<file path="config.mk">
export PLATFORM = sky130hd
export DESIGN_NAME = ipi_isolation
export DESIGN_NICKNAME = d
export VERILOG_FILES = /design/src/core/ipi_pkg.sv /design/src/core/ipi_isolation.sv
export SDC_FILE = /design/constraint.sdc
export NUM_CORES = 1
export LEC_CHECK = 0
export ABC_CLOCK_PERIOD_IN_PS = 5400
export BUFFER_PORTS_ARGS = -buffer_cell sky130_fd_sc_hd__buf_2
export CAP_MARGIN = 20
export CORE_ASPECT_RATIO = 2
export CORE_UTILIZATION = 60
export DETAILED_ROUTE_END_ITERATION = 16
export PLACE_DENSITY_LB_ADDON = 0.1
export SYNTH_ARGS = -nofsm -noshare
export SYNTH_HDL_FRONTEND = slang
export SYNTH_SLANG_ARGS = --single-unit
</file>
<file path="constraint.sdc">
create_clock -name CLK -period 5.4 [get_ports CLK]
set_clock_uncertainty 0.15 [all_clocks]
set_input_delay 0.27 -clock CLK [delete_from_list [all_inputs] [get_ports CLK]]
set_output_delay 0.27 -clock CLK [all_outputs]
set_load 0.005 [all_outputs]
</file>
<file path="src/core/ipi_pkg.sv">
// constants and carrier types for the plug-and-play isolation logic
// Behaviour
// - vendor unlock sequence is 32 fixed writes DA, 6D ... 50 to the address port.
// - any mismatch restarts detection; ports open only after all 32 match.
// - vendor sequence works in every mode, standard one only in PnP mode.
// - 72-bit identifier: 32 vendor, 32 serial, 8 checksum, vendor byte 0 first.
// - bits within each byte go out bit 0 first up to bit 7.
// - an isolation pass is 72 read pairs on the read-data port.
// - first read: bit 1 drives 55, bit 0 floats and senses 01 on bits 1:0.
// - second read: drivers send AA, floating cards sense 10 on bits 1:0.
// - floating card sensing both patterns drops from this pass, not later ones.
// - answers drive all eight bits, sensing compares only the low two.
// - surviving card advances one identifier bit after each pair.
// - nonzero select number skips isolation; commands need a select number.
// - checksum register loads 6A on every wake command.
// - each of the first 64 pair ends shifts right, new bit 7 = bit1 ^ bit0 ^ serial bit.
// - after 64 pairs the register holds the checksum, sent as last 8 bits.
// - never drive the wait signal during isolation.
// - reset drive returns to wait-for-key and clears the select number.
// - wait-for-key command returns there; number clears change no state.
// - after reset the card reloads configuration; host stays off for 2 ms.
// - wait-for-key ignores port accesses until unlock, then goes to sleep.
// - wake 00 in sleep sends zero-number cards to isolation, pointer to start.
// - losers sleep, winner gets number and config; wake 0 sends it to sleep.
`default_nettype none
package ipi_pkg;

	localparam int KEY_LEN = 32;
	localparam int ID_BITS = 72;
	localparam int SER_BITS = 64;

	localparam logic [0:31][7:0] VEND_KEY = {
		8'hda, 8'h6d, 8'h36, 8'h1b, 8'h8d, 8'h46, 8'h23, 8'h91,
		8'h48, 8'ha4, 8'hd2, 8'h69, 8'h34, 8'h9a, 8'h4d, 8'h26,
		8'h13, 8'h89, 8'h44, 8'ha2, 8'h51, 8'h28, 8'h94, 8'hca,
		8'h65, 8'h32, 8'h19, 8'h0c, 8'h86, 8'h43, 8'ha1, 8'h50};
	localparam logic [0:31][7:0] STD_KEY = {
		8'h6a, 8'hb5, 8'hda, 8'hed, 8'hf6, 8'hfb, 8'h7d, 8'hbe,
		8'hdf, 8'h6f, 8'h37, 8'h1b, 8'h0d, 8'h86, 8'hc3, 8'h61,
		8'hb0, 8'h58, 8'h2c, 8'h16, 8'h8b, 8'h45, 8'ha2, 8'hd1,
		8'he8, 8'h74, 8'h3a, 8'h9d, 8'hce, 8'he7, 8'h73, 8'h39};

	localparam logic [7:0] ANS_FIRST = 8'h55;
	localparam logic [7:0] ANS_SECOND = 8'haa;
	localparam logic [1:0] SENSE_FIRST = 2'h1;
	localparam logic [1:0] SENSE_SECOND = 2'h2;
	localparam logic [7:0] LFSR_SEED = 8'h6a;
	localparam logic [7:0] WAKE_ALL = 8'h00;
	localparam logic [7:0] CSN_NONE = 8'h00;

	typedef enum logic [1:0] {
		IPI_WFK   = 2'h0,
		IPI_SLEEP = 2'h1,
		IPI_ISO   = 2'h3,
		IPI_CFG   = 2'h2
	} ipi_state_t;

	// one-cycle command strobes decoded by the port logic, with write data
	typedef struct packed {
		logic       addr_wr;
		logic       wake;
		logic       csn_wr;
		logic       wait_key;
		logic       csn_clr;
		logic       vend_csn_clr;
		logic       cfg_reset;
		logic [7:0] data;
	} ipi_cmd_t;

endpackage
`default_nettype wire

</file>
<file path="src/core/ipi_isolation.sv">
// card-side isolation logic: unlock detect, card states, serial shifting, checksum
`timescale 1ns/1ns
`default_nettype none
module ipi_isolation
(
	input  wire logic            CLK,
	input  wire logic            RST_N,
	input  wire logic            RSTDRV,
	input  wire logic            PNP_MODE,
	input  wire ipi_pkg::ipi_cmd_t CMD,
	input  wire logic            ISO_RD,
	input  wire logic            ISO_RD_END,
	input  wire logic [1:0]      SD_IN,
	input  wire logic [63:0]     SERIAL_ID,
	input  wire logic            WAIT_REQ,
	output logic [7:0]           SD_OUT,
	output logic                 SD_OE,
	output logic                 IOCHRDY_OE,
	output logic [1:0]           STATE,
	output logic [7:0]           CSN,
	output logic                 CMD_EN,
	output logic                 CFG_LOAD,
	output logic                 RES_PTR_START
);

	// ****************************************
	// input synchronisers
	// ****************************************
	logic       rst_m_q;
	logic       rst_s_q;
	logic       rst_d_q;   // edge stage, keeps the first flop private to the synchroniser
	logic [1:0] sd_m_q;
	logic [1:0] sd_s_q;

	always_ff @(posedge CLK or negedge RST_N)
	begin
		if (!RST_N)
		begin
			rst_m_q <= 1'b0;
			rst_s_q <= 1'b0;
			rst_d_q <= 1'b0;
			sd_m_q  <= 2'h0;
			sd_s_q  <= 2'h0;
		end
		else
		begin
			rst_m_q <= RSTDRV;
			rst_s_q <= rst_m_q;
			rst_d_q <= rst_s_q;
			sd_m_q  <= SD_IN;
			sd_s_q  <= sd_m_q;
		end
	end

	// ****************************************
	// unlock sequence detectors
	// ****************************************
	ipi_pkg::ipi_state_t state_q;
	logic [1:0]          key_hit;
	logic [1:0]          key_ok;

	assign key_ok[0] = 1'b1;        // vendor sequence in every mode
	assign key_ok[1] = PNP_MODE;    // standard sequence only in PnP mode

	genvar k;
	generate
		for (k = 0; k < 2; k++)
		begin : g_key
			logic [4:0] idx_q;
			logic [7:0] want;
			logic [7:0] first;

			assign want  = (k == 0) ? ipi_pkg::VEND_KEY[idx_q] : ipi_pkg::STD_KEY[idx_q];
			assign first = (k == 0) ? ipi_pkg::VEND_KEY[0] : ipi_pkg::STD_KEY[0];
			assign key_hit[k] = CMD.addr_wr && key_ok[k] && CMD.data == want && idx_q == 5'h1f;

			always_ff @(posedge CLK or negedge RST_N)
			begin
				if (!RST_N)
					idx_q <= 5'h00;
				else if (rst_s_q || !key_ok[k])
					idx_q <= 5'h00;
				else if (CMD.addr_wr)
				begin
					// a mismatching byte may itself start a new sequence
					if (CMD.data == want)
						idx_q <= idx_q + 5'h01;
					else if (CMD.data == first)
						idx_q <= 5'h01;
					else
						idx_q <= 5'h00;
				end
			end
		end
	endgenerate

	// ****************************************
	// card state and select number
	// ****************************************
	logic       act;
	logic       cur_bit;
	logic       phase_q;
	logic [6:0] bit_q;
	logic       sense_q;
	logic       pair_end;
	logic       lose;

	// commands are ignored while waiting for the unlock
	assign act      = state_q != ipi_pkg::IPI_WFK;
	assign pair_end = state_q == ipi_pkg::IPI_ISO && ISO_RD_END && phase_q;
	assign lose     = pair_end && !cur_bit && sense_q && sd_s_q == ipi_pkg::SENSE_SECOND;

	always_ff @(posedge CLK or negedge RST_N)
	begin
		if (!RST_N)
			state_q <= ipi_pkg::IPI_WFK;
		else if (rst_s_q)
			state_q <= ipi_pkg::IPI_WFK;
		else if (CMD.wait_key && act)
			state_q <= ipi_pkg::IPI_WFK;
		else
		begin
			unique case (state_q)
				ipi_pkg::IPI_WFK:
					if (|key_hit)
						state_q <= ipi_pkg::IPI_SLEEP;
				ipi_pkg::IPI_SLEEP:
					if (CMD.wake && CMD.data == ipi_pkg::WAKE_ALL && CSN == ipi_pkg::CSN_NONE)
						state_q <= ipi_pkg::IPI_ISO;
					else if (CMD.wake && CMD.data == CSN && CSN != ipi_pkg::CSN_NONE)
						state_q <= ipi_pkg::IPI_CFG;
				ipi_pkg::IPI_ISO:
					if (lose)
						state_q <= ipi_pkg::IPI_SLEEP;
					else if (CMD.csn_wr)
						state_q <= ipi_pkg::IPI_CFG;
					else if (CMD.wake && CMD.data != CSN)
						state_q <= ipi_pkg::IPI_SLEEP;
				ipi_pkg::IPI_CFG:
					if (CMD.wake && CMD.data != CSN)
						state_q <= ipi_pkg::IPI_SLEEP;
			endcase
		end
	end

	always_ff @(posedge CLK or negedge RST_N)
	begin
		if (!RST_N)
			CSN <= ipi_pkg::CSN_NONE;
		else if (rst_s_q)
			CSN <= ipi_pkg::CSN_NONE;
		else if (act && (CMD.csn_clr || CMD.vend_csn_clr))
			CSN <= ipi_pkg::CSN_NONE;
		else if (CMD.csn_wr && (state_q == ipi_pkg::IPI_ISO || state_q == ipi_pkg::IPI_CFG))
			CSN <= CMD.data;
	end

	// configuration reload after reset drive or configuration reset
	always_ff @(posedge CLK or negedge RST_N)
	begin
		if (!RST_N)
			CFG_LOAD <= 1'b0;
		else
			CFG_LOAD <= (rst_d_q && !rst_s_q) || (act && CMD.cfg_reset);
	end

	// ****************************************
	// serial identifier and checksum
	// ****************************************
	logic [7:0] lfsr_q;

	// first 64 bits from storage, last 8 from the live checksum register
	assign cur_bit = (bit_q < 7'(ipi_pkg::SER_BITS)) ? SERIAL_ID[bit_q[5:0]] : lfsr_q[bit_q[2:0]];

	always_ff @(posedge CLK or negedge RST_N)
	begin
		if (!RST_N)
		begin
			bit_q   <= 7'h00;
			phase_q <= 1'b0;
			sense_q <= 1'b0;
		end
		else if (CMD.wake && act)
		begin
			bit_q   <= 7'h00;
			phase_q <= 1'b0;
			sense_q <= 1'b0;
		end
		else if (state_q == ipi_pkg::IPI_ISO && ISO_RD_END)
		begin
			phase_q <= !phase_q;
			if (!phase_q)
				sense_q <= !cur_bit && sd_s_q == ipi_pkg::SENSE_FIRST;
			else if (!lose && bit_q < 7'(ipi_pkg::ID_BITS))
				bit_q <= bit_q + 7'h01;
		end
	end

	always_ff @(posedge CLK or negedge RST_N)
	begin
		if (!RST_N)
			lfsr_q <= ipi_pkg::LFSR_SEED;
		else if (CMD.wake && act)
			lfsr_q <= ipi_pkg::LFSR_SEED;
		else if (pair_end && !lose && bit_q < 7'(ipi_pkg::SER_BITS))
			lfsr_q <= {lfsr_q[1] ^ lfsr_q[0] ^ cur_bit, lfsr_q[7:1]};
	end

	// pointer now rests on the first resource byte
	always_ff @(posedge CLK or negedge RST_N)
	begin
		if (!RST_N)
			RES_PTR_START <= 1'b0;
		else
			RES_PTR_START <= pair_end && !lose && bit_q == 7'(ipi_pkg::ID_BITS - 1);
	end

	// ****************************************
	// bus answers
	// ****************************************
	always_ff @(posedge CLK or negedge RST_N)
	begin
		if (!RST_N)
		begin
			SD_OE  <= 1'b0;
			SD_OUT <= 8'h00;
		end
		else if (ISO_RD_END || state_q != ipi_pkg::IPI_ISO)
			SD_OE <= 1'b0;
		else if (ISO_RD && cur_bit)
		begin
			SD_OE  <= 1'b1;
			SD_OUT <= phase_q ? ipi_pkg::ANS_SECOND : ipi_pkg::ANS_FIRST;
		end
	end

	// wait requests are blocked outright during isolation
	always_ff @(posedge CLK or negedge RST_N)
	begin
		if (!RST_N)
			IOCHRDY_OE <= 1'b0;
		else
			IOCHRDY_OE <= WAIT_REQ && state_q != ipi_pkg::IPI_ISO && !(act && CMD.wake);
	end

	assign STATE  = state_q;
	assign CMD_EN = state_q == ipi_pkg::IPI_CFG && CSN != ipi_pkg::CSN_NONE;

	// ****************************************
	// checks
	// ****************************************
	no_wait_iso_a: assert property (@(posedge CLK) disable iff (!RST_N)
		state_q == ipi_pkg::IPI_ISO |-> !IOCHRDY_OE)
		else $error("wait driven during isolation");

	first_ans_a: assert property (@(posedge CLK) disable iff (!RST_N)
		state_q == ipi_pkg::IPI_ISO && ISO_RD && !ISO_RD_END && cur_bit && !phase_q && !rst_s_q && !CMD.wake
		|=> SD_OE && SD_OUT == 8'h55)
		else $error("first answer not 55");

	second_ans_a: assert property (@(posedge CLK) disable iff (!RST_N)
		state_q == ipi_pkg::IPI_ISO && ISO_RD && !ISO_RD_END && cur_bit && phase_q && !rst_s_q && !CMD.wake
		|=> SD_OE && SD_OUT == 8'haa)
		else $error("second answer not aa");

	zero_float_a: assert property (@(posedge CLK) disable iff (!RST_N)
		ISO_RD && !cur_bit && !SD_OE |=> !SD_OE)
		else $error("zero bit drove the bus");

	loser_sleep_a: assert property (@(posedge CLK) disable iff (!RST_N)
		lose && !rst_s_q && !CMD.wait_key && !CMD.wake |=> state_q == ipi_pkg::IPI_SLEEP && $stable(bit_q))
		else $error("loser stayed in isolation");

	wake_seed_a: assert property (@(posedge CLK) disable iff (!RST_N)
		CMD.wake && act |=> lfsr_q == 8'h6a && bit_q == 7'h00)
		else $error("wake did not seed checksum");

	rstdrv_wfk_a: assert property (@(posedge CLK) disable iff (!RST_N)
		rst_s_q |=> state_q == ipi_pkg::IPI_WFK && CSN == 8'h00)
		else $error("reset drive ignored");

	csn_clr_keep_a: assert property (@(posedge CLK) disable iff (!RST_N)
		act && CMD.csn_clr && !CMD.wake && !CMD.wait_key && !CMD.csn_wr && !rst_s_q && !lose
		|=> CSN == 8'h00 && state_q == $past(state_q))
		else $error("number clear changed state");

	wfk_ignore_a: assert property (@(posedge CLK) disable iff (!RST_N)
		state_q == ipi_pkg::IPI_WFK && !(|key_hit) |=> state_q == ipi_pkg::IPI_WFK)
		else $error("left wait-for-key without unlock");

	bit_advance_a: assert property (@(posedge CLK) disable iff (!RST_N)
		pair_end && !lose && bit_q < 7'd72 && !CMD.wake && !rst_s_q |=> bit_q == $past(bit_q) + 7'h01)
		else $error("identifier did not advance");

	numbered_no_iso_a: assert property (@(posedge CLK) disable iff (!RST_N)
		state_q == ipi_pkg::IPI_SLEEP && CSN != ipi_pkg::CSN_NONE |=> state_q != ipi_pkg::IPI_ISO)
		else $error("numbered card entered isolation");

	key_restart_a: assert property (@(posedge CLK) disable iff (!RST_N)
		CMD.addr_wr && !rst_s_q && CMD.data != g_key[0].want && CMD.data != g_key[0].first |=> g_key[0].idx_q == 5'h00)
		else $error("unlock detector did not restart");

endmodule
`default_nettype wire

</file>
After elaboration in Yosys (flattened, before gate mapping)
Memories as Yosys holds them, arrays and structs flattened.
Cells that the tools add are included.
Cells by class
  reductions and logical operators: 59
  bitwise gates (word level): 5
  $add $sub $neg: 3
  muxes and demuxes: 43
  eq/ne operators: 18
  order comparisons: 6
Operators by type and width (number)
  8-bit 2-to-1 mux: 10
  1-bit logical AND: 30
  5-bit 2-to-1 mux: 6
  7-bit 2-to-1 mux: 4
  8-bit == test: 3
  8-bit logical NOT: 2
  2-bit 2-to-1 mux: 8
  2-bit nonzero test: 8
  7-bit less-than comparator, second input constant: 2
  6-bit greater-or-equal comparator, second input constant: 2
  1-bit 2-to-1 mux: 12
  5-bit inverter with 6-bit output: 2
  5-bit by 1-bit adder with 5-bit output, second input constant: 2
  5-bit == test, second input constant: 2
  8-bit by 7-bit == test with 1-bit output, second input constant: 1
  8-bit == test, second input constant: 1
  8-bit != test: 1
  2-bit one-hot mux with 4 select lines: 1
  8-bit nonzero test: 1
  7-bit by 1-bit adder with 7-bit output, second input constant: 1
  7-bit == test, second input constant: 1
  6-bit by 7-bit less-than comparator with 1-bit output, second input constant: 1
  1-bit binary-select mux with 6-bit select: 1
  2-bit == test, second input constant: 3
  16 further kinds: 29
Storage, ports and cells
  memories: 2
  logic and storage cells: 154
  ROM bits: 512
  register bits after elaboration: 56
  input bits: 88
  output and inout port bits: 23
Memory list
  (no name shown): words 32, bits a word 8, read ports 1, clocked after Yosys merged registers in 0, write ports 0, line ipi_isolation.sv:73  | assign want = (k == 0) ? ipi_pkg::VEND_KEY[idx_q] : ipi_pkg::STD_KEY[idx_q];
  (no name shown): words 32, bits a word 8, read ports 1, clocked after Yosys merged registers in 0, write ports 0, line ipi_isolation.sv:73

Depth between registers and ports, before layout
  depth after elaboration: 13
  depth in mapped cells: 13
  mapped depth without buffers: 10

Worst setup path before layout
OpenSTA, ideal clock, no wires.
  path kind: register to register
  start point: reg g_key[1].idx_q[1]
  end point: reg g_key[1].idx_q[0]
  path slack: 2.316 ns
  period minus slack after synthesis: 3.084 ns
  data arrival time: 2.811 ns
  library setup time: 0.123 ns
  buffers on the path: 3
  required time: 5.127 ns
  stages on the path, launching flop included: 14
  path through: dfrtp_1 -> clkbuf_1 -> inv_1 -> ha_1 -> clkbuf_1 -> or3_1 -> a21oi_1 -> a221oi_1 -> xor2_1 -> nor4b_1 -> and3_1 -> buf_2 -> a2bb2oi_1 -> a21oi_1
Between the ends
  longest elaborated chain between the ends: 8
RTL lines
  start, declared: line ipi_isolation.sv:69  | logic [4:0] idx_q;
  start signal, assigned: line ipi_isolation.sv:87  | idx_q <= idx_q + 5'h01;
  5-bit inverter with 6-bit output (implied by the code): line ipi_isolation.sv:73
  memory read 32 x 8 bit
  8-bit 2-to-1 mux (implied by the code) (2 in a row): line ipi_isolation.sv:73
  8-bit == test: line ipi_isolation.sv:86  | if (CMD.data == want)
  5-bit 2-to-1 mux: line ipi_isolation.sv:86
  5-bit 2-to-1 mux: line ipi_isolation.sv:83  | else if (CMD.addr_wr)
  5-bit 2-to-1 mux: line ipi_isolation.sv:81  | else if (rst_s_q || !key_ok[k])
No other way between the ends. The select of a mux whose other input is x is not followed.
A chain may end at the register's enable or synchronous reset.

Worst setup path after layout
  start point: reg bit_q[0]
  end point: reg lfsr_q[0]
Between the ends
  longest elaborated chain between the ends: 11
  elaborated cells between the ends (all ways): 14
  those cells by class: order compare: 1; mux: 5; reduce/logical: 8
RTL lines
  start, declared: line ipi_isolation.sv:103  | logic [6:0] bit_q;
  start signal, assigned: line ipi_isolation.sv:195  | bit_q <= bit_q + 7'h01;
  1-bit binary-select mux with 6-bit select / 1-bit binary-select mux with 3-bit select (equally long branches): line ipi_isolation.sv:173  | assign cur_bit = (bit_q < 7'(ipi_pkg::SER_BITS)) ? SERIAL_ID[bit_q[5:0]] : lfsr_q[bit_q[2:0]];
  1-bit 2-to-1 mux (implied by the code): line ipi_isolation.sv:173
  1-bit 2-to-1 mux: line ipi_isolation.sv:173
  1-bit logical NOT: line ipi_isolation.sv:111  | assign lose = pair_end && !cur_bit && sense_q && sd_s_q == ipi_pkg::SENSE_SECOND;
  1-bit logical AND (3 in a row): line ipi_isolation.sv:111
  1-bit logical NOT: line ipi_isolation.sv:205  | else if (pair_end && !lose && bit_q < 7'(ipi_pkg::SER_BITS))
  1-bit logical AND: line ipi_isolation.sv:205
  1-bit logical AND *: line ipi_isolation.sv:205
  2-bit nonzero test (no line) *
  end signal, assigned: line ipi_isolation.sv:202  | lfsr_q <= ipi_pkg::LFSR_SEED;
  end signal, assigned: line ipi_isolation.sv:204  | lfsr_q <= ipi_pkg::LFSR_SEED;
  end signal, assigned: line ipi_isolation.sv:206  | lfsr_q <= {lfsr_q[1] ^ lfsr_q[0] ^ cur_bit, lfsr_q[7:1]};
  end, declared: line ipi_isolation.sv:170  | logic [7:0] lfsr_q;
Every way passes the cells marked *; elsewhere a longest branch is shown, timed or not. The select of a mux whose other input is x is not followed.

==> results.py <==
metrics = {
    "pwr": {
        "p_per_area_nw_per_um2": 152.9,
        "p_leak_nw": 2.237,
        "ir_drop_v": 0.0001251,
    },
    "floorplan": {
        "row_count": 45,
        "dieWidth_um": 64.37,
        "initial_core_util_pct": 61.87,
        "dieArea_um2": 8158,
        "pin_count": 111,
        "core-area_um2": 7545,
        "die_h_um": 126.7,
    },
    "synthesis": {
        "netlist_area_um2": 4668,
        "synth-main-ff-cell": "dfrtp_1",
        "syn_nets": 660,
        "syn_avg_cell_area_um2": 8.411,
        "synth_top_cells_by_area": "dfrtp_1 (25%), mux2i_1 (8.6%), ha_1 (4.6%)",
        "synth_edf_count": 0,
        "synth_top_area_share_pct": 24.66,
        "synth_cell_types": 71,
        "yosysWarnings": 0,
        "ys_seq_elements": 50,
        "synthCells": 555,
        "synth_area_leader_cell": "dfrtp_1",
        "ys_seq_area_share_pct": 26.91,
        "synthArstFlopShare_pct": 100.0,
    },
    "clock_network": {
        "post_cts_buffers": 0,
        "numCtsBuffers": 5,
        "clkSinkCount": 50,
        "h-tree-depth": 2,
        "ctsHoldBuffers": 4,
        "clk_latency_ps": 300,
        "tritoncts": "yes",
        "cts_root_buf": "clkbuf_16",
        "postCtsResizedCells": 0,
        "cts_buffer_depth": 2,
        "clk_pin_slew_ps": 70,
    },
    "worst_setup_path": {
        "setup.worst_path.start": "bit_q[0]",
        "rr_endpoint": "lfsr_q[0]",
        "critical_path_required_ps": 5380,
        "worstPathArrival_ps": 3550,
        "critPathMaxFanout": 23,
        "crit_chain": "mux4_1 > o2111ai_1 > and4_1 > and4b_1 > a211o_1 > mux2i_1 > nor2_1",
        "rr_startpoint": "bit_q[0]",
        "crit_path_start_kind": "flop",
        "ff2ff_path_depth": 7,
        "end_kind": "flop",
        "cp_slowest_cell": "dfrtp_1",
        "critical_path.max_stage_delay_ps": 960,
        "critPathKind": "flop to flop",
        "reg2reg_slack_ps": 1820,
        "endpoint": "lfsr_q[0]",
    },
    "detailed_routing": {
        "first_pass_iters": 5,
        "vias": 4645,
        "wl_um": 13160,
        "drt_iter0_markers": 385,
        "wire_per_inst_um": 18.32,
        "ant_nets": 0,
        "route.detailed.drc": 0,
        "via_per_inst": 6.469,
    },
    "sta": {
        "final-max-slew-violation-count": 0,
        "finalHoldViolations": 0,
        "layout_min_cycle_time_ps": 3576,
        "max_freq_ghz": 0.2796,
        "maxSlewHeadroom_pct": 25.16,
        "setup-violations-final": 0,
        "setup-tns-final_ps": 0,
        "worst_pin_slew_ps": 1123,
        "fin_crit_sh_pct": 66.22,
        "rsz0062_at_grt": "false",
        "timing.hold.ws_ps": 35.42,
    },
    "placement": {
        "finalWeightedCongestion": 0.9383,
        "dp_hpwl_um": 9862,
        "port_buffers": 110,
        "placed_cell_area_um2": 5067,
    },
    "worst_hold_path": {
        "holdPathStages": 2,
        "hp-class": "input port to flop",
    },
    "global_route": {
        "grt_pass1_wl_um": 21270,
        "track_usage_pct": 33.34,
        "grt_max_degree": 51,
        "antenna_found_initial": 0,
        "grt_pass1_vias": 4443,
        "overflow": 0,
    },
    "outcome": {
        "outcome": "completed",
    },
    "final_layout": {
        "fin_nets": 728,
        "fin_area_um2": 5254,
        "area_growth_pct": 12.54,
        "drive_gt1_share_pct": 22.76,
        "insertedDiodeCount": 0,
    },
    "run": {
        "cap_violations": 0,
    },
}
[cell families (layout without fill, tap and decap cells)]
| kind of cell | Yosys count | after routing | share of synthesized area [%] |
|---|---|---|---|
| xor gates and xnor gates | 29 | 29 | 5.441 |
| adders and majority gates | 17 | 17 | 4.556 |
| buffers and inverters | 78 | 147 | 7.933 |
| and+or+nand+nor | 204 | 204 | 22.49 |
| DFF | 50 | 50 | 26.91 |
| AOI/OAI and AO/OA | 124 | 124 | 18.39 |
| muxes | 53 | 53 | 14.29 |
[registers in the layout (all words and copies together) (netlist names), 2 cells and up]
register and cells:
CSN 8, SD_OUT 2, STATE 2, bit_q 7, g_key.idx_q 10, lfsr_q 8
sd_m_q 2, sd_s_q 2
[worst min path at each step]
stage	to	from	slack, ps
floorplan	CFG_LOAD	RST_N	-180
global placement	sd_s_q[1]	sd_m_q[1]	190
detailed placement	sd_s_q[1]	sd_m_q[1]	180
CTS	IOCHRDY_OE	WAIT_REQ	40
global route	IOCHRDY_OE	WAIT_REQ	40
finish	IOCHRDY_OE	WAIT_REQ	40
[routing by layer]
| layer | vias up | track usage (%) | share of wire [%] |
|---|---|---|---|
| met5 | - | 0 | 0 |
| met4 | 0 | 15.82 | 4.5 |
| met3 | 43 | 3.237 | 6.1 |
| met2 | 232 | 63.28 | 56 |
| met1 | 2226 | 35.42 | 34 |
| li1 | 2144 | - | - |
[worst max-delay path, delay by kind of cell, from the launching register on]
kind | cells | cell delay (ps)
compound gates | 2 | 630
simple gates | 3 | 760
flops | 1 | 960
mux | 2 | 910
[synthesized netlist by cell type, types with 3 or more instances]
library cell / n
nor3_1: 9
inv_1: 22
a211oi_1: 7
o2111ai_1: 3
o21a_1: 3
a31oi_1: 5
o21ai_1: 3
xnor2_1: 15
nor4_1: 10
a21oi_1: 30
buf_6: 4
nand2_1: 53
dfrtp_1: 46
a211o_1: 3
nand4_1: 8
buf_2: 17
nor2b_1: 17
buf_4: 7
nor4b_1: 6
and2_1: 6
dfstp_2: 4
a32oi_1: 3
nand3_1: 31
o21ai_0: 23
nand2b_1: 9
xor2_1: 14
clkbuf_1: 25
or3_1: 3
a221oi_1: 7
mux4_2: 8
o211ai_1: 6
nor2_1: 36
and3_1: 3
mux2i_1: 40
mux2_2: 3
ha_1: 17
a2111oi_0: 3
a22oi_1: 5
[where the power goes]
group	total [W]	switching, W	internal [W]	leakage [nW]
clock network	0.000312	0.000141	0.000172	0.0698
logic	0.0000970	0.0000511	0.0000459	1.51
registers	0.000394	0.00000713	0.000387	0.659
total	0.000803	0.000199	0.000604	2.24
[through the flow]
step	std cells	total power (W)	utilization [%]	setup WS, ps
CTS	718	0.0008062	69.64	1821
detailed placement	706	0.0004952	67.16	1861
global placement	706	0.0004924	67.16	1973
floorplan	555	0.0004423	-	2316
finish	718	0.0008033	69.64	1824
global route	718	0.0008327	69.64	1593
[cell usage in the layout (no fill, tap or decap), drive strengths merged, types with 4 or more instances in the layout]
cell and instances:
a221oi 7, xnor2 15, xor2 14, mux4 10
dlygate4sd3 4, nand2 55, clkbuf 5, a21oi 30
buf 112, nand2b 9, nor4b 6, a211oi 7
nor2 36, inv 22, and2 6, mux2i 40
a22oi 5, nor2b 17, o21ai 26, nor4 10
dfrtp 46, o211ai 7, nand3 31, nor3 9
a2111oi 4, a31oi 5, nand4 8, dfstp 4
ha 17
[cell type report]
cell class | instances | area, um2
clock buffer | 5 | 125.1
clock inverter | 3 | 21.27
fill | 658 | 2291
inverter | 23 | 86.33
multi-input combinational | 427 | 3042
sequential | 50 | 1256
tap | 94 | 117.6
timing repair buffer | 116 | 605.6
(Power assumes the default switching activity.)
